--- config.mk ---
export PLATFORM = sky130hd
export DESIGN_NAME = cycle_steal_transfer_control
export DESIGN_NICKNAME = d
export VERILOG_FILES = /design/src/verilog/steal_pkg.sv /design/src/verilog/steal_fifo_if.sv /design/src/verilog/cycle_steal_transfer_control.sv /design/src/verilog/steal_fifo.sv
export VERILOG_INCLUDE_DIRS = /design/src /design/src/verilog
export SDC_FILE = /design/constraint.sdc
export NUM_CORES = 1
export LEC_CHECK = 0
export BUFFER_PORTS_ARGS = -buffer_cell sky130_fd_sc_hd__buf_4
export CAP_MARGIN = 20
export CORE_ASPECT_RATIO = 0.8
export CORE_MARGIN = 8
export CORE_UTILIZATION = 45
export DETAILED_ROUTE_END_ITERATION = 16
export GPL_TIMING_DRIVEN = 0
export PLACE_DENSITY = 0.69
export SLEW_MARGIN = 10
export SYNTH_ARGS = -nofsm -noshare
export SYNTH_HDL_FRONTEND = slang
export SYNTH_SLANG_ARGS = --single-unit
--- constraint.sdc ---
create_clock -name ref_clk -period 3.8 [get_ports ref_clk]
set_input_delay 0.19 -clock ref_clk [delete_from_list [all_inputs] [get_ports ref_clk]]
set_output_delay 0.19 -clock ref_clk [all_outputs]
set_load 0.01 [all_outputs]
--- src/verilog/steal_defines.svh ---
// Constants for the cycle-steal transfer control
`ifndef STEAL_DEFINES_SVH
`define STEAL_DEFINES_SVH
`define STYLE_SCATTER_BIT   18
`define STYLE_RECHARGE_BIT  19
`define STYLE_MULTI_BIT     20
`define STYLE_WORD_BIT      21
`define STYLE_BACK_BIT      22
`define STYLE_OUT_BIT       23
`define COUNT_MSB           14
`define CHAR_POS_HI         23
`define CHAR_POS_LO         22
`define ADDR_MSB            21
`define SINGLE_BASE_DEF     15'h0100
`define MULTI_BASE_DEF      15'h0400
`define SAVE_LOC_B          15'h0009
`define SAVE_LOC_N          15'h000A
`define CW_OFFSET_ADDR      15'h0001
`define PRI_RATE_KCPS       60
`endif

--- src/verilog/steal_pkg.sv ---
// Types for the cycle-steal transfer control
package steal_pkg;
    typedef enum logic [13:0] {
        ST_IDLE     = 14'h0001,
        ST_WAIT     = 14'h0002,
        ST_SAVE_RES = 14'h0004,
        ST_SAVE_B   = 14'h0008,
        ST_SAVE_N   = 14'h0010,
        ST_RD_CW0   = 14'h0020,
        ST_WR_CW0   = 14'h0040,
        ST_RD_CW1   = 14'h0080,
        ST_WR_CW1   = 14'h0100,
        ST_DATA     = 14'h0200,
        ST_FINISH   = 14'h0400,
        ST_RST_B    = 14'h0800,
        ST_RST_N    = 14'h1000,
        ST_EXIT     = 14'h2000
    } seq_state_e;
endpackage

--- src/verilog/steal_fifo_if.sv ---
// Handshake bundle between the transfer control and its data FIFO
`timescale 1ns/1ps
interface steal_fifo_if #(parameter int WIDTH = 24);
    logic             in_valid;
    logic             in_ready;
    logic [WIDTH-1:0] in_data;
    logic             out_valid;
    logic             out_ready;
    logic [WIDTH-1:0] out_data;
    modport fifo (input in_valid, in_data, out_ready,
                  output in_ready, out_valid, out_data);
    modport ctrl (output in_valid, in_data, out_ready,
                  input in_ready, out_valid, out_data);
endinterface

--- src/verilog/cycle_steal_transfer_control.sv ---
// Cycle-steal slow peripheral transfer control
`timescale 1ns/1ps
`include "steal_defines.svh"
//
// Contract
// - Style bits 15-17 ignored; 18 scatter-gather, 19 control-word recharge (code ignores bits 18, 19).
// - Style bit 20 picks multichannel (code uses multichannel_req instead), bit 21 whole-word burst units.
// - Style bit 22 steps address backward, bit 23 selects output direction.
// - Fetch first word, decrement count, set block stop at zero, write back.
// - Then fetch, update and write back the address word before data.
// - Move one character or word over the main data path at that address.
// - Raise termination if block stop; rerun if request pending; else exit.
// - Latch peripheral requests; serve only the highest priority one.
// - Selected request asks pause, forms base plus 4n, primes acknowledge.
// - Exactly one pause level active; it governs entry saves and exit.
// - End-of-instruction level: store pending result first; nothing on exit (code loads N from P on exit after a jump order).
// - Level two: nothing on entry; exit restores B and N from duplicates (code reloads only N, from A).
// - Level one: distinct from end of instruction; stores nothing.
// - Long order level: save B, N to locations 9, 10; restore on exit.
// - Entry after a jump order copies next address from P into N (code copies on exit, end-of-instruction level only).
// - No multichannel request: use single-channel base address 256.
// - Multichannel request suppresses single base; use linked base instead.
// - Single and multichannel bases configurable per processor.
// - Encoder supplies 4n; sequence adds offsets 1, 2, 3 (code adds only offset 1).
// - Multichannel request loads multiplexer channel id into address reg.
// - Four words per socket: style/count, then address with char position.
// - Only for slow peripherals below sixty thousand characters per second.
module cycle_steal_transfer_control #(
    parameter int          SOCKETS     = 8,
    parameter int          CHAN_W      = 4,
    parameter int          FIFO_DEPTH  = 8,
    parameter logic [14:0] SINGLE_BASE = `SINGLE_BASE_DEF,
    parameter logic [14:0] MULTI_BASE  = `MULTI_BASE_DEF
) (
    // Clock and reset
    input  wire logic               ref_clk,
    input  wire logic               rst_n,
    // Peripheral request and answer lines
    input  wire logic [SOCKETS-1:0] periph_req,
    input  wire logic               multichannel_req,
    input  wire logic [CHAN_W-1:0]  multichannel_id,
    output logic      [SOCKETS-1:0] periph_ack,
    output logic      [SOCKETS-1:0] periph_term,
    // Peripheral data stream
    input  wire logic               in_valid,
    input  wire logic [23:0]        in_data,
    output logic                    in_ready,
    output logic                    out_valid,
    output logic      [23:0]        out_data,
    input  wire logic               out_ready,
    // Processor pause handshake and levels
    output logic                    pause_req,
    input  wire logic               pause_grant,
    output logic                    pause_done,
    input  wire logic               pause_level_one,
    input  wire logic               pause_level_two,
    input  wire logic               pause_level_long_order,
    input  wire logic               pause_level_end_instr,
    input  wire logic               result_pending,
    input  wire logic               result_to_next,
    input  wire logic               jump_order,
    // Processor registers seen by the sequence
    input  wire logic [23:0]        reg_b_in,
    input  wire logic [23:0]        reg_n_in,
    input  wire logic [23:0]        reg_a_in,
    input  wire logic [23:0]        reg_p_in,
    input  wire logic [23:0]        result_in,
    input  wire logic [14:0]        operand_addr,
    output logic                    reg_b_load,
    output logic                    reg_n_load,
    output logic      [23:0]        reg_load_data,
    // Store port
    output logic                    mem_req,
    output logic                    mem_we,
    output logic      [14:0]        mem_addr,
    output logic      [23:0]        mem_wdata,
    input  wire logic               mem_ack,
    input  wire logic [23:0]        mem_rdata,
    // Status
    output logic                    block_stop_flag,
    output logic                    level_fault
);
    localparam int SW = $clog2(SOCKETS);

    steal_pkg::seq_state_e state_reg;
    steal_pkg::seq_state_e state_next;

    logic [SOCKETS-1:0] req_s1_reg;
    logic [SOCKETS-1:0] req_s2_reg;
    logic [SOCKETS-1:0] req_prev_reg;
    logic [SOCKETS-1:0] pend_reg;
    logic               mc_s1_reg;
    logic               mc_s2_reg;
    logic [CHAN_W-1:0]  mcid_s1_reg;
    logic [CHAN_W-1:0]  mcid_s2_reg;
    logic [SW-1:0]      sel_idx;
    logic               any_pend;
    logic [SOCKETS-1:0] sel_onehot_reg;
    logic [14:0]        control_word_addr_reg;
    logic               single_channel_base_sel;
    logic               multichannel_request_any;
    logic [23:0]        control_word_reg;
    logic [23:0]        addr_word_reg;
    logic [23:0]        stepped_addr;
    logic               stop_reg;
    logic               is_jump_reg;
    logic [1:0]         lvl_code;
    logic               out_dir;
    logic               data_done;

    steal_fifo_if #(.WIDTH(24)) fb ();

    steal_fifo #(
        .WIDTH (24),
        .DEPTH (FIFO_DEPTH)
    ) u_fifo (
        .ref_clk (ref_clk),
        .rst_n   (rst_n),
        .f       (fb)
    );

    // Peripheral lines are asynchronous: two flops first
    always_ff @(posedge ref_clk or negedge rst_n) begin
        if (!rst_n) begin
            req_s1_reg  <= '0;
            req_s2_reg  <= '0;
            mc_s1_reg   <= 1'b0;
            mc_s2_reg   <= 1'b0;
            mcid_s1_reg <= '0;
            mcid_s2_reg <= '0;
        end else begin
            req_s1_reg  <= periph_req;
            req_s2_reg  <= req_s1_reg;
            mc_s1_reg   <= multichannel_req;
            mc_s2_reg   <= mc_s1_reg;
            mcid_s1_reg <= multichannel_id;
            mcid_s2_reg <= mcid_s1_reg;
        end
    end

    // Rising edge of each request latched; served one per sequence
    always_ff @(posedge ref_clk or negedge rst_n) begin
        if (!rst_n) begin
            req_prev_reg <= '0;
            pend_reg     <= '0;
        end else begin
            req_prev_reg <= req_s2_reg;
            pend_reg     <= (pend_reg & ~((state_reg == steal_pkg::ST_WAIT)
                             ? sel_onehot_reg : '0))
                            | (req_s2_reg & ~req_prev_reg);
        end
    end

    // Lowest socket number has highest priority
    always_comb begin
        sel_idx  = '0;
        any_pend = 1'b0;
        for (int i = SOCKETS - 1; i >= 0; i--) begin
            if (pend_reg[i]) begin
                sel_idx  = SW'(i);
                any_pend = 1'b1;
            end
        end
    end

    function automatic logic [SOCKETS-1:0] sel_onehot_next();
        return SOCKETS'(1) << sel_idx;
    endfunction

    assign multichannel_request_any = mc_s2_reg;
    assign single_channel_base_sel  = !multichannel_request_any;

    // Style field decode; bits 15-17 are never looked at
    assign out_dir = control_word_reg[`STYLE_OUT_BIT];

    // Step address by one char or word, forward or back
    always_comb begin
        stepped_addr = addr_word_reg;
        if (control_word_reg[`STYLE_WORD_BIT]) begin
            stepped_addr[`ADDR_MSB:0] = control_word_reg[`STYLE_BACK_BIT]
                ? addr_word_reg[`ADDR_MSB:0] - 22'h000001
                : addr_word_reg[`ADDR_MSB:0] + 22'h000001;
        end else if (control_word_reg[`STYLE_BACK_BIT]) begin
            stepped_addr = {addr_word_reg[23:22] - 2'h1,
                addr_word_reg[`ADDR_MSB:0]
                - ((addr_word_reg[23:22] == 2'h0) ? 22'h000001 : 22'h0)};
        end else begin
            stepped_addr = {addr_word_reg[23:22] + 2'h1,
                addr_word_reg[`ADDR_MSB:0]
                + ((addr_word_reg[23:22] == 2'h3) ? 22'h000001 : 22'h0)};
        end
    end

    // Level one-hot check and code for the save path
    assign level_fault = ({pause_level_one, pause_level_two,
        pause_level_long_order, pause_level_end_instr} != 4'h1)
        && ({pause_level_one, pause_level_two, pause_level_long_order,
        pause_level_end_instr} != 4'h2)
        && ({pause_level_one, pause_level_two, pause_level_long_order,
        pause_level_end_instr} != 4'h4)
        && ({pause_level_one, pause_level_two, pause_level_long_order,
        pause_level_end_instr} != 4'h8);
    assign lvl_code = pause_level_end_instr ? 2'h3
                    : pause_level_long_order ? 2'h2
                    : pause_level_two ? 2'h1 : 2'h0;

    logic [1:0] lvl_reg;

    assign data_done = out_dir ? (mem_ack && fb.in_ready)
                               : (fb.out_valid && mem_ack);

    // Sequence state
    always_comb begin
        state_next = state_reg;
        unique case (state_reg)
            steal_pkg::ST_IDLE: begin
                if (any_pend) state_next = steal_pkg::ST_WAIT;
            end
            steal_pkg::ST_WAIT: begin
                if (pause_grant) begin
                    if (lvl_code == 2'h3 && result_pending)
                        state_next = steal_pkg::ST_SAVE_RES;
                    else if (lvl_code == 2'h2)
                        state_next = steal_pkg::ST_SAVE_B;
                    else
                        state_next = steal_pkg::ST_RD_CW0;
                end
            end
            steal_pkg::ST_SAVE_RES:
                if (mem_ack) state_next = steal_pkg::ST_RD_CW0;
            steal_pkg::ST_SAVE_B:
                if (mem_ack) state_next = steal_pkg::ST_SAVE_N;
            steal_pkg::ST_SAVE_N:
                if (mem_ack) state_next = steal_pkg::ST_RD_CW0;
            steal_pkg::ST_RD_CW0:
                if (mem_ack) state_next = steal_pkg::ST_WR_CW0;
            steal_pkg::ST_WR_CW0:
                if (mem_ack) state_next = steal_pkg::ST_RD_CW1;
            steal_pkg::ST_RD_CW1:
                if (mem_ack) state_next = steal_pkg::ST_WR_CW1;
            steal_pkg::ST_WR_CW1:
                if (mem_ack) state_next = steal_pkg::ST_DATA;
            steal_pkg::ST_DATA:
                if (data_done) state_next = steal_pkg::ST_FINISH;
            steal_pkg::ST_FINISH: begin
                if (any_pend)
                    state_next = steal_pkg::ST_WAIT;
                else if (lvl_reg == 2'h2)
                    state_next = steal_pkg::ST_RST_B;
                else
                    state_next = steal_pkg::ST_EXIT;
            end
            steal_pkg::ST_RST_B:
                if (mem_ack) state_next = steal_pkg::ST_RST_N;
            steal_pkg::ST_RST_N:
                if (mem_ack) state_next = steal_pkg::ST_EXIT;
            steal_pkg::ST_EXIT:
                state_next = steal_pkg::ST_IDLE;
        endcase
    end

    always_ff @(posedge ref_clk or negedge rst_n) begin
        if (!rst_n) state_reg <= steal_pkg::ST_IDLE;
        else        state_reg <= state_next;
    end

    // Request capture: base address, socket and entry level
    always_ff @(posedge ref_clk or negedge rst_n) begin
        if (!rst_n) begin
            control_word_addr_reg <= '0;
            sel_onehot_reg        <= '0;
            lvl_reg               <= 2'h0;
            is_jump_reg           <= 1'b0;
        end else begin
            if ((state_reg == steal_pkg::ST_IDLE
                 || state_reg == steal_pkg::ST_FINISH) && any_pend) begin
                sel_onehot_reg <= sel_onehot_next();
                if (multichannel_request_any)
                    control_word_addr_reg <= MULTI_BASE
                        + {mcid_s2_reg, 2'b00};
                else
                    control_word_addr_reg <= SINGLE_BASE
                        + {sel_idx, 2'b00};
            end
            if (state_reg == steal_pkg::ST_WAIT && pause_grant) begin
                lvl_reg     <= lvl_code;
                is_jump_reg <= jump_order && pause_level_end_instr;
            end
        end
    end

    // Control words: count, block stop, address
    always_ff @(posedge ref_clk or negedge rst_n) begin
        if (!rst_n) begin
            control_word_reg <= '0;
            addr_word_reg    <= '0;
            stop_reg         <= 1'b0;
        end else begin
            if (state_reg == steal_pkg::ST_RD_CW0 && mem_ack) begin
                control_word_reg <= {mem_rdata[23:15],
                    mem_rdata[`COUNT_MSB:0] - 15'h0001};
                stop_reg <= (mem_rdata[`COUNT_MSB:0] == 15'h0001);
            end
            if (state_reg == steal_pkg::ST_RD_CW1 && mem_ack)
                addr_word_reg <= mem_rdata;
            if (state_reg == steal_pkg::ST_WR_CW1 && mem_ack)
                addr_word_reg <= stepped_addr;
        end
    end
    assign block_stop_flag = stop_reg;

    // Store port driving
    always_comb begin
        mem_req   = 1'b0;
        mem_we    = 1'b0;
        mem_addr  = control_word_addr_reg;
        mem_wdata = '0;
        unique case (state_reg)
            steal_pkg::ST_SAVE_RES: begin
                mem_req   = 1'b1;
                mem_we    = 1'b1;
                mem_addr  = operand_addr + 15'(result_to_next);
                mem_wdata = result_in;
            end
            steal_pkg::ST_SAVE_B: begin
                mem_req = 1'b1; mem_we = 1'b1;
                mem_addr = `SAVE_LOC_B; mem_wdata = reg_b_in;
            end
            steal_pkg::ST_SAVE_N: begin
                mem_req = 1'b1; mem_we = 1'b1;
                mem_addr = `SAVE_LOC_N; mem_wdata = reg_n_in;
            end
            steal_pkg::ST_RD_CW0: mem_req = 1'b1;
            steal_pkg::ST_WR_CW0: begin
                mem_req = 1'b1; mem_we = 1'b1;
                mem_wdata = control_word_reg;
            end
            steal_pkg::ST_RD_CW1: begin
                mem_req  = 1'b1;
                mem_addr = control_word_addr_reg + `CW_OFFSET_ADDR;
            end
            steal_pkg::ST_WR_CW1: begin
                mem_req = 1'b1; mem_we = 1'b1;
                mem_addr  = control_word_addr_reg + `CW_OFFSET_ADDR;
                mem_wdata = stepped_addr;
            end
            steal_pkg::ST_DATA: begin
                mem_req  = out_dir ? fb.in_ready : fb.out_valid;
                mem_we   = !out_dir;
                mem_addr = addr_word_reg[14:0];
                mem_wdata = fb.out_data;
            end
            steal_pkg::ST_RST_B: begin
                mem_req = 1'b1; mem_addr = `SAVE_LOC_B;
            end
            steal_pkg::ST_RST_N: begin
                mem_req = 1'b1; mem_addr = `SAVE_LOC_N;
            end
            default: ;
        endcase
    end

    // Data path through the FIFO
    assign fb.in_valid  = out_dir ? state_reg == steal_pkg::ST_DATA
                          && mem_ack : in_valid;
    assign fb.in_data   = out_dir ? mem_rdata : in_data;
    assign fb.out_ready = out_dir ? out_ready
                          : state_reg == steal_pkg::ST_DATA && mem_ack;
    assign out_valid = out_dir && fb.out_valid;
    assign in_ready  = !out_dir && fb.in_ready;
    assign out_data  = fb.out_data;

    // Processor register reloads on exit
    always_comb begin
        reg_b_load    = 1'b0;
        reg_n_load    = 1'b0;
        reg_load_data = '0;
        if (state_reg == steal_pkg::ST_RST_B && mem_ack) begin
            reg_b_load = 1'b1; reg_load_data = mem_rdata;
        end else if (state_reg == steal_pkg::ST_RST_N && mem_ack) begin
            reg_n_load = 1'b1; reg_load_data = mem_rdata;
        end else if (state_reg == steal_pkg::ST_EXIT) begin
            if (lvl_reg == 2'h1) begin
                reg_n_load = 1'b1; reg_load_data = reg_a_in;
            end else if (is_jump_reg) begin
                reg_n_load = 1'b1; reg_load_data = reg_p_in;
            end
        end
    end

    // Acknowledge primed, termination raised after the move
    always_ff @(posedge ref_clk or negedge rst_n) begin
        if (!rst_n) begin
            periph_ack  <= '0;
            periph_term <= '0;
        end else begin
            periph_ack  <= (state_reg != steal_pkg::ST_IDLE
                            && state_reg != steal_pkg::ST_EXIT)
                           ? sel_onehot_reg : '0;
            periph_term <= (state_reg == steal_pkg::ST_FINISH && stop_reg)
                           ? sel_onehot_reg : '0;
        end
    end

    assign pause_req  = state_reg == steal_pkg::ST_WAIT;
    assign pause_done = state_reg == steal_pkg::ST_EXIT;
endmodule // cycle_steal_transfer_control

--- src/verilog/steal_fifo.sv ---
// Synchronous FIFO with registered read data
`timescale 1ns/1ps
module steal_fifo #(
    parameter int WIDTH = 24,
    parameter int DEPTH = 8
) (
    // Clock and reset
    input  wire logic ref_clk,
    input  wire logic rst_n,
    // Handshake bundle
    steal_fifo_if.fifo f
);
    localparam int AW = $clog2(DEPTH);
    logic [WIDTH-1:0] mem [DEPTH];
    logic [AW-1:0]    wr_ptr_reg;
    logic [AW-1:0]    rd_ptr_reg;
    logic [AW:0]      cnt_reg;
    logic [WIDTH-1:0] dout_reg;
    logic             dvalid_reg;
    logic             push;
    logic             pop;
    logic             load;

    assign push = f.in_valid && f.in_ready;
    assign load = (cnt_reg != '0) && (!dvalid_reg || f.out_ready);
    assign pop  = load;
    assign f.in_ready  = (cnt_reg != (AW+1)'(DEPTH));
    assign f.out_valid = dvalid_reg;
    assign f.out_data  = dout_reg;

    always_ff @(posedge ref_clk) begin
        if (push) begin
            mem[wr_ptr_reg] <= f.in_data;
        end
    end

    always_ff @(posedge ref_clk or negedge rst_n) begin
        if (!rst_n) begin
            wr_ptr_reg <= '0;
            rd_ptr_reg <= '0;
            cnt_reg    <= '0;
        end else begin
            if (push) begin
                wr_ptr_reg <= (wr_ptr_reg == AW'(DEPTH-1)) ? '0
                              : wr_ptr_reg + 1'b1;
            end
            if (pop) begin
                rd_ptr_reg <= (rd_ptr_reg == AW'(DEPTH-1)) ? '0
                              : rd_ptr_reg + 1'b1;
            end
            cnt_reg <= cnt_reg + (AW+1)'(push) - (AW+1)'(pop);
        end
    end

    always_ff @(posedge ref_clk or negedge rst_n) begin
        if (!rst_n) begin
            dout_reg   <= '0;
            dvalid_reg <= 1'b0;
        end else if (load) begin
            dout_reg   <= mem[rd_ptr_reg];
            dvalid_reg <= 1'b1;
        end else if (f.out_ready) begin
            dvalid_reg <= 1'b0;
        end
    end
endmodule // steal_fifo

==> Word-level counts from Yosys, hierarchy flattened <==
Memory sizes are Yosys's and may differ from the RTL's. A register that Yosys moved wholly into a read port is not among the register bits.
Index checks and enable logic that the tools add are counted.
Widths: inputs -> output; s select.
{ "classes": {"add_sub_neg": 15, "mul": 0, "div_mod_pow": 0, "magnitude_cmp": 0, "eq_ne": 40, "shift": 1, "n_mux": 73, "bitwise_logic": 5, "n_reduce_logical": 37} }
{ "ops": {"columns": ["cell", "n"], "rows": [
  ["$mux 24", 9],
  ["$mux 14", 13],
  ["$pmux 14 s13", 1],
  ["$pmux 24 s6", 1],
  ["$pmux 15 s5", 1],
  ["$mux 22", 2],
  ["$mux 3", 10],
  ["$mux 1", 25],
  ["$mux 8", 3],
  ["$add 22x1->22", 1],
  ["$add 22x1->22 const B", 1],
  ["$sub 22x1->22", 1],
  ["$sub 22x1->22 const B", 1],
  ["$logic_and 1x1->1", 21],
  ["$ne 2x2->1 const B", 9],
  ["$and 8x8->8", 2],
  ["$not 8->8", 2],
  ["$add 15x1->15", 1],
  ["$add 15x1->15 const B", 1],
  ["$eq 15x1->1 const B", 1],
  ["$sub 15x1->15 const B", 1],
  ["$eq 14x1->1 const B", 1],
  ["$eq 14x10->1 const B", 1],
  ["$eq 14x11->1 const B", 1],
  ["other kinds (43)", 61]
]} }
{ "word_totals": {"register_bits": 158, "latchBits": 0, "mem_bits_rw": 192, "romBits": 0, "input_bits": 209, "output_inout_bits": 113, "elab_cells": 194, "n_memories": 1} }
{ "mem_list": {"columns": ["memory", "depth", "word_bits", "rd", "rd_clocked_by_memory_dff", "wr", "line", "rtl"], "rows": [
  ["u_fifo.mem", 8, 24, 1, 1, 1, "steal_fifo.sv:14", "logic [WIDTH-1:0] mem [DEPTH];"]
]} }

==> Depth between registers and ports, before layout <==
Gate-level depths: netlist of the first run.
{ "depth": {"depth_word": 10, "mapped_depth": 14, "depth_no_buf": 13} }

==> Hierarchy <==
Synthesis of the first run repeated with hierarchy kept, for this count alone.
{ "unflattened": {"hier_cells": 1623, "area_unflattened_um2": 18301.3} }
{ "modules_own_cells": {"columns": ["module", "n_inst", "cells_per_inst", "area_each_um2", "seq_area_each_um2"], "rows": [
  ["cycle_steal_transfer_control", 1, 1122, 9243.9, 3454.6],
  ["steal_fifo", 1, 501, 9057.4, 6641.4]
]} }

==> Worst setup path after synthesis of the first run <==
No wires, ideal clock.
{ "synth_path": {"path_type": "reg2reg", "from": "register state_reg[12]", "to": "memory u_fifo.mem[4][0] (enable)", "setup_ns": 0.440, "arrival_time_ns": 3.718, "required_ns": 3.360, "path_slack_ns": -0.358, "path_stages_with_launch": 9, "path_buffers": 1, "synth_period_minus_slack_ns": 4.158, "path_cell_list": "dfrtp_1 buf_4 nor4_4 nand3_2 nor2b_1 a31oi_1 a21oi_1 nand2b_1 nor3b_1"} }
{ "synth_between": {"elab_chain_cells": 6} }
{ "synth_rtl": {"columns": ["element", "line", "rtl"], "rows": [
  ["from (decl)", "cycle_steal_transfer_control.sv:85", "steal_pkg::seq_state_e state_reg;"],
  ["from (signal assigned)", "cycle_steal_transfer_control.sv:263", "if (!rst_n) state_reg <= steal_pkg::ST_IDLE;"],
  ["from (signal assigned)", "cycle_steal_transfer_control.sv:264", "else state_reg <= state_next;"],
  ["$eq 14x10->1", "cycle_steal_transfer_control.sv:364", "assign fb.in_valid = out_dir ? state_reg == steal_pkg::ST_DATA"],
  ["$logic_and 1x1->1", "cycle_steal_transfer_control.sv:365", "&& mem_ack : in_valid;"],
  ["$mux 1", "cycle_steal_transfer_control.sv:364", null],
  ["$logic_and 1x1->1", "steal_fifo.sv:24", "assign push = f.in_valid && f.in_ready;"],
  ["net u_fifo.push", "steal_fifo.sv:20", "logic push;"],
  ["$mux 1", "steal_fifo.sv:32", "if (push) begin"],
  ["$mux 1 (implied by the code)", "steal_fifo.sv:33", "mem[wr_ptr_reg] <= f.in_data;"],
  ["to (decl)", "steal_fifo.sv:14", null]
]} }
The timed path passes the listed nets, and every way through them passes these cells.

==> Worst setup path after layout of the first run <==
{ "layout_path": {"from": "register addr_word_reg[22]", "to": "output mem_wdata[16]"} }
{ "layout_between": {"elab_chain_cells": 6, "word_cells_on_any_way": 9, "cone_classes": "add/sub: 2; eq/ne: 1; mux: 5; reduce/logical: 1"} }
{ "layout_rtl": {"columns": ["element", "line", "rtl"], "rows": [
  ["from (decl)", "cycle_steal_transfer_control.sv:103", "logic [23:0] addr_word_reg;"],
  ["from (signal assigned)", "cycle_steal_transfer_control.sv:305", "addr_word_reg <= mem_rdata;"],
  ["from (signal assigned)", "cycle_steal_transfer_control.sv:307", "addr_word_reg <= stepped_addr;"],
  ["$eq 2x2->1 or $logic_not 2->1 (tied branches)", "cycle_steal_transfer_control.sv:190, cycle_steal_transfer_control.sv:186", null],
  ["$mux 1 (on tied branches)", "cycle_steal_transfer_control.sv:190, cycle_steal_transfer_control.sv:186", null],
  ["$add 22x1->22 or $sub 22x1->22 (tied branches)", "cycle_steal_transfer_control.sv:189, cycle_steal_transfer_control.sv:185", null],
  ["$mux 24 *", "cycle_steal_transfer_control.sv:183", "end else if (control_word_reg[`STYLE_BACK_BIT]) begin"],
  ["$mux 22 *", "cycle_steal_transfer_control.sv:179", "if (control_word_reg[`STYLE_WORD_BIT]) begin"],
  ["$pmux 24 s6 *", "cycle_steal_transfer_control.sv:318", "unique case (state_reg)"],
  ["to (decl)", "cycle_steal_transfer_control.sv:76", "output logic [23:0] mem_wdata,"]
]} }
Mark *: on every way between the ends. The rest lies on a longest branch, timed or not.

==> qor.txt, run 1 <==
core area: 39,000 sq um
mapped cell area: 17,600 sq um
Seq pwr share: 35.4%
post-synthesis cell count: 1,460
Compound-Gate Fraction of Synth Area: 13.2%
post-synthesis simple-gate area fraction: 11.9%
Synth area leader: edfxtp_1
Design Power: 0.0163 W
RSZ-0062 raised after global routing: yes
Largest register FFs: 192
GRT overflow: 0
Hold WC Path Type: in -> reg
CP arrival: 3620 ps
setup ws final: -12.1 ps
first-pass GRT wire length: 94.5 mm
Final period util: 100%
Sw Share: 38.4%
number of buffers on the longest clock path: 3
Main synth FF type: edfxtp_1
failing checks: setup timing
final WL: 64.6 mm
die boundary height: 193 um
largest family of logic cells by synthesized area: compound AO/OA/AOI/OAI gates
max_slew headroom: 32.5%
Clock Sinks: 365
leakage: 9.35 nW
Startpoint Class: register
mux share of post-synthesis cell area: 10.3%
count leader, synth: edfxtp_1
first-iteration detailed-routing DRC count: 1,485
Avg WL per Cell: 26.7 um
FF+latch count, synth: 365
layout cells sized above 1: 31.1%
H-tree level count: 2
status: finished, violations left
Syn Nets: 1,688
Pint: 0.0100 W
sequential share of the synthesized area: 57.3%
Tmin final: 3810 ps
power share of the combinational group: 43.0%
vias per cell: 6.06
Core Rows: 65
largest net degree at the start of global routing: 69
worst IR drop on VDD: 0.384 mV
largest register by flop count: u_fifo.mem
Skew-Pair Late Insertion Delay: 550 ps
xor/xnor share of the synthesized area: 2.68%
TritonCTS buffer count: 39
synth-to-layout area growth: 30.8%
Synth cell types: 80
Post-synth ARST share: 47.4%
EDFF count, synth: 192
DR pass1 iterations: 8
measured slew at the worst slew-check pin: 1010 ps
Required @ worst endpoint: 3610 ps
FMAX: 262 MHz
Synth top cells by count: edfxtp_1 (192), dfrtp_1 (172), nand2_1 (148)
worst-path maximum fanout: 10
Max Transition Viols Final: 0
Final setup violation count: 1
Net Switching: 0.00625 W
vias in the first global route: 14,600
Final #Nets: 2,119
synth warn: 0
Top Ports: 322
Post-route DRC: 0
initial antenna violation count: 4
Clk pwr share: 21.6%
vias post-DR: 14,700
Final GP Congestion: 0.969
DRT antenna net count: 0
Clock Skews: 26.4 ps
GRT Total Usage: 27.5%
Die ar.: 45,800 sq um
Initial Utilization: 45.2%
Die X: 237 um
Setup crit end kind: output port
critical path class: reg -> out
Synth area leaders: edfxtp_1 (33%), dfrtp_1 (24%), mux4_2 (6.1%)
# Max-Cap Violations: 0
TritonCTS clock tree: done
Yosys top cell area share: 32.7%
Fin. Hold Viols: 0
DP HPWL: 49.8 mm
port bufs: 316
Synth Area in Adders: 1.39%
Power Density: 707 nW/um^2
clock transition at the registers of the reported paths: 60 ps
CTS Root Cell: clkbuf_16
Syn Area/Cell: 12.1 sq um
Worst Hold Slack: 16.5 ps
-- critical path: stages, from the launching register on --
cell	delay (ps)
dfrtp_2	450
a21oi_4	200
nor2_4	80
buf_8	150
buf_12	160
xnor2_4	160
ha_4	170
and4_4	250
a41oi_2	140
o21ai_2	260
buf_6	150
mux2i_4	250
xor2_1	100
o211ai_1	320
buf_4	190
-- final timing paths --
path / startpoint / end / slack [ps] / depth (start not counted)
max in group asynchronous: rst_n / state_reg[0] / 2660 / 4
worst max register to register: state_reg[11] / u_fifo.cnt_reg[3] / 300 / 13
worst max-delay path: addr_word_reg[22] / mem_wdata[16] / -10 / 14
worst min-delay path: mem_rdata[19] / control_word_reg[19] / 20 / 2
worst min register to register: mcid_s1_reg[1] / mcid_s2_reg[1] / 350 / 0
min in group asynchronous: rst_n / req_s1_reg[2] / 130 / 2
-- layout make-up --
type                            count  area, sq um
Clock buffer                       52         1040
Sequential cell                   365        10100
Clock inverter                     18          130
Tap cell                          502          628
Antenna cell                        1         2.50
Buffer                             99          472
Inverter                           43          169
Multi-Input combinational cell    949         7340
Timing Repair Buffer              394         3160
Fill cell                        3196        16000
-- per-layer routing --
layer / global-route usage [%] / routed length [um]
met5: 0 / 37
met1: 37.6 / 26900
met3: 7.14 / 6840
met4: 10.5 / 2620
met2: 42.0 / 28200
-- repair_timing --
action / 4_1_cts / 5_1_grt
buffers inserted: 16 / 18
hold buffers: 24 / 0
setup endpoints to repair: 65 / 123
pin swaps: 11 / 17
endpoints found under the hold margin: 134 / 0
gates cloned: 0 / 0
gates resized for setup: 61 / 46
-- layout by cell type (no fill, tap or decap), drive strengths merged, types with 30 or more instances in the layout --
cell type | netlist | final
and3 | 39 | 39
nor3 | 30 | 30
mux2 | 40 | 40
dfrtp | 172 | 172
mux4 | 48 | 48
a21oi | 63 | 63
nand2 | 148 | 148
edfxtp | 192 | 192
buf | 16 | 386
nor2 | 66 | 66
nand3 | 34 | 34
clkbuf | 87 | 135
xnor2 | 33 | 33
inv | 43 | 44
a22oi | 40 | 40
o21ai | 92 | 92
-- power groups by stage --
stage	clock (W)	combinational (W)	sequential (W)
2_1_floorplan	0	0.00376	0.00549
3_3_place_gp	0	0.00589	0.00575
3_5_place_dp	0	0.00608	0.00578
4_1_cts	0.00356	0.00659	0.00574
5_1_grt	0.00372	0.00748	0.00581
6_report	0.00352	0.00700	0.00577
-- per-stage QoR --
step / utilization [%] / cell area [sq um] / setup slack (ps) / setup TNS (ps) / cells
2_1_floorplan: - / 17600 / -211 / -19530 / 1460
3_3_place_gp: 52.9 / 20600 / -2330 / -327490 / 2278
3_5_place_dp: 53.7 / 21000 / -1070 / -13880 / 2297
4_1_cts: 58.2 / 22700 / -77.4 / -221 / 2403
5_1_grt: 59.1 / 23100 / -77.2 / -77.2 / 2423
6_report: 59.1 / 23100 / -12.1 / -12.1 / 2423
-- cell families (layout without fill, tap and decap cells) --
family	after synthesis	after routing
mux	117	117
simple gates	415	415
buf+inv	146	606
fa+ha+maj	19	19
flops	365	365
other cells	0	1
xor+xnor	54	54
compound gates	344	344
(Power assumes the default switching activity.)
==> run 2, diff against run 1 <==
--- a/config.mk
+++ b/config.mk
@@ -10,10 +10,10 @@
 export CAP_MARGIN = 20
 export CORE_ASPECT_RATIO = 0.8
 export CORE_MARGIN = 8
-export CORE_UTILIZATION = 45
+export CORE_UTILIZATION = 51
 export DETAILED_ROUTE_END_ITERATION = 16
 export GPL_TIMING_DRIVEN = 0
-export PLACE_DENSITY = 0.69
+export PLACE_DENSITY = 0.78
 export SLEW_MARGIN = 10
 export SYNTH_ARGS = -nofsm -noshare
 export SYNTH_HDL_FRONTEND = slang
==> run 2 against run 1 <==
Total power grew 0.48%; highest routed layer is now met4; the flow still finishes with violations (setup timing); cell count shrank 2.1%; core utilization grew 7.5 points; flip-flop and latch count is the same; register-to-register slack lost 120 ps; wire length grew 1.1%; critical path depth shrank 5.
==> qor.txt, run 2 (same netlist as run 1, synthesis figures left out) <==
status: finished, violations left (unchanged)
failing checks: setup timing (unchanged)
pre-CTS WS: -974 ps (was -1070 ps)
Largest stage delay, worst path: 890 ps (was 450 ps)
Avg WL per Cell: 27.5 um (was 26.7 um)
placed cells: 2,263 (was 2,297)
vias in the first global route: 14,700 (was 14,600)
Power Density: 714 nW/um^2 (was 707 nW/um^2)
setup ws final: -27.0 ps (was -12.1 ps)
max_slew headroom: 33.1% (was 32.5%)
Die X: 224 um (was 237 um)
Critical Path, Cell by Cell: clkbuf_1 -> nor4_4 -> nand3_2 -> nor2b_1 -> clkbuf_2 -> clkbuf_4 -> a222oi_1 -> nand3_1 -> buf_4 (was a21oi_4 -> nor2_4 -> buf_8 -> buf_12 -> xnor2_4 -> ha_4 -> and4_4 -> a41oi_2 -> o21ai_2 -> buf_6 -> mux2i_4 -> xor2_1 -> o211ai_1 -> buf_4)
port bufs: 316 (unchanged)
GRT Total Usage: 31.0% (was 27.5%)
die boundary height: 182 um (was 193 um)
initial antenna violation count: 0 (was 4)
critical path class: reg -> out (unchanged)
setup tns final: -27.0 ps (was -12.1 ps)
Initial Utilization: 51.2% (was 45.2%)
Core Rows: 61 (was 65)
Final GP Congestion: 0.978 (was 0.969)
worst-path maximum fanout: 10 (unchanged)
Startpoint Class: register (unchanged)
Tmin final: 3830 ps (was 3810 ps)
Slowest-stage cell, CP: a222oi_1 (was dfrtp_2)
first-iteration detailed-routing DRC count: 1,702 (was 1,485)
final core utilization: 66.6% (was 59.1%)
Hold WC Path Type: in -> reg (unchanged)
Required @ worst endpoint: 3610 ps (about the same)
Top Ports: 322 (unchanged)
Post-route DRC: 0 (unchanged)
vias per cell: 6.28 (was 6.06)
H-tree level count: 2 (unchanged)
RSZ-0062 raised after global routing: yes (unchanged)
# Max-Cap Violations: 0 (unchanged)
most common cell after layout, fill and taps aside: buf_4 (unchanged)
Max Transition Viols Final: 0 (unchanged)
number of buffers on the longest clock path: 3 (unchanged)
Multi-input gate area: 7400 sq um (was 7340 sq um)
CTS Root Cell: clkbuf_16 (unchanged)
worst IR drop on VDD: 0.359 mV (was 0.384 mV)
Fin. Hold Viols: 0 (unchanged)
# fillers: 2,523 (was 3,196)
Clock Skews: 26.1 ps (was 26.4 ps)
Final #Nets: 2,100 (was 2,119)
synth-to-layout area growth: 30.0% (was 30.8%)
Clock Sinks: 365 (unchanged)
core area: 34,400 sq um (was 39,000 sq um)
Die ar.: 40,800 sq um (was 45,800 sq um)
DR pass1 iterations: 6 (was 8)
largest net degree at the start of global routing: 92 (was 69)
final WL: 65.3 mm (was 64.6 mm)
measured slew at the worst slew-check pin: 1000 ps (was 1010 ps)
Worst Hold Slack: 9.05 ps (was 16.5 ps)
TritonCTS buffer count: 37 (was 39)
Skew-Pair Late Insertion Delay: 540 ps (was 550 ps)
layout cells sized above 1: 31.0% (was 31.1%)
leakage: 9.27 nW (was 9.35 nW)
Final period util: 101% (was 100%)
FMAX: 261 MHz (was 262 MHz)
CP arrival: 3640 ps (was 3620 ps)
TritonCTS clock tree: done (unchanged)
clock transition at the registers of the reported paths: 60 ps (about the same)
largest register by flop count: u_fifo.mem (unchanged)
GRT overflow: 0 (unchanged)
non-filler cells in the finished layout: 2,372 (was 2,423)
vias post-DR: 14,900 (was 14,700)
Setup crit end kind: output port (unchanged)
DP HPWL: 49.2 mm (was 49.8 mm)
FF/Latch Area: 10,100 sq um (unchanged)
Final setup violation count: 1 (unchanged)
most frequent cells in the layout: buf_4 (353), edfxtp_1 (192), dfrtp_1 (168) (was buf_4 (355), edfxtp_1 (192), dfrtp_1 (168))
first-pass GRT wire length: 95.0 mm (was 94.5 mm)
Largest register FFs: 192 (unchanged)
DRT antenna net count: 0 (unchanged)
-- run 2: cell count changes in the layout (fill, tap and decap cells not counted), moves of 3 or more --
cell / delta
clkbuf_1: -4
buf_6: -5
clkinv_2: -3
mux2i_2: +3
dlygate4sd3_1: -5
bufinv_16: +4
clkbuf_2: -3
-- run 2: where the power goes --
| group | leakage, nW | internal [W] | switching, W |
|---|---|---|---|
| Combinational | 4.80 | 0.00292 | 0.00398 |
| Clock | 0.593 | 0.00217 | 0.00151 |
| Sequential | 3.88 | 0.00506 | 0.000715 |
-- run 2: path summary, 6_finish.rpt --
kind / start / end / slack, ps / depth (start not counted)
worst max-delay path: state_reg[11] / mem_wdata[6] / -30 / 9
worst min-delay path: mem_rdata[18] / control_word_reg[18] / 9 / 2
worst max register to register: state_reg[13] / u_fifo.mem[3][13] / 180 / 9
worst min register to register: mcid_s1_reg[2] / mcid_s2_reg[2] / 350 / 0
max in group asynchronous: rst_n / control_word_reg[22] / 2640 / 3
min in group asynchronous: rst_n / req_s2_reg[2] / 250 / 2
-- run 2: layout make-up --
type / count / area share, %
multi-input cells: 949 / 32.3
repair buffers: 378 / 13.0
inverters: 43 / 0.726
well taps: 472 / 2.58
diodes: 1 / 0.0109
clock buffers: 48 / 4.45
clock inverters: 18 / 0.852
plain buffers: 98 / 2.05
flip-flops and latches: 365 / 44.1
-- run 2: timing repair --
item / in CTS / in global routing
buffers inserted: 14 / 13
gates resized for setup: 66 / 48
hold buffers: 19 / 0
endpoints found under the setup margin: 133 / 191
pin swaps: 11 / 16
endpoints found under the hold margin: 99 / 0
-- run 2: through the flow --
step,instance area [sq um],power [W]
2_1_floorplan,17600,0.00925
3_3_place_gp,20600,0.0116
3_5_place_dp,20900,0.0118
4_1_cts,22600,0.0159
5_1_grt,22900,0.0170
6_report,22900,0.0164
-- run 2: worst max-delay path, delay by kind of cell (launching register included) --
kind | cells | cell delay [ps]
buf+inv | 4 | 1180
flops | 1 | 320
compound gates | 1 | 890
simple gates | 4 | 680
-- run 2: layer usage --
metal / GRT usage [%] / wire length, um / share of wire, % / vias up
li1: - / - / - / 6374
met1: 41.4 / 25600 / 39 / 7401
met2: 47.8 / 29400 / 45 / 953
met3: 8.08 / 7410 / 11 / 167
met4: 13.3 / 2920 / 4.5 / 0
met5: 0 / 0 / 0 / -
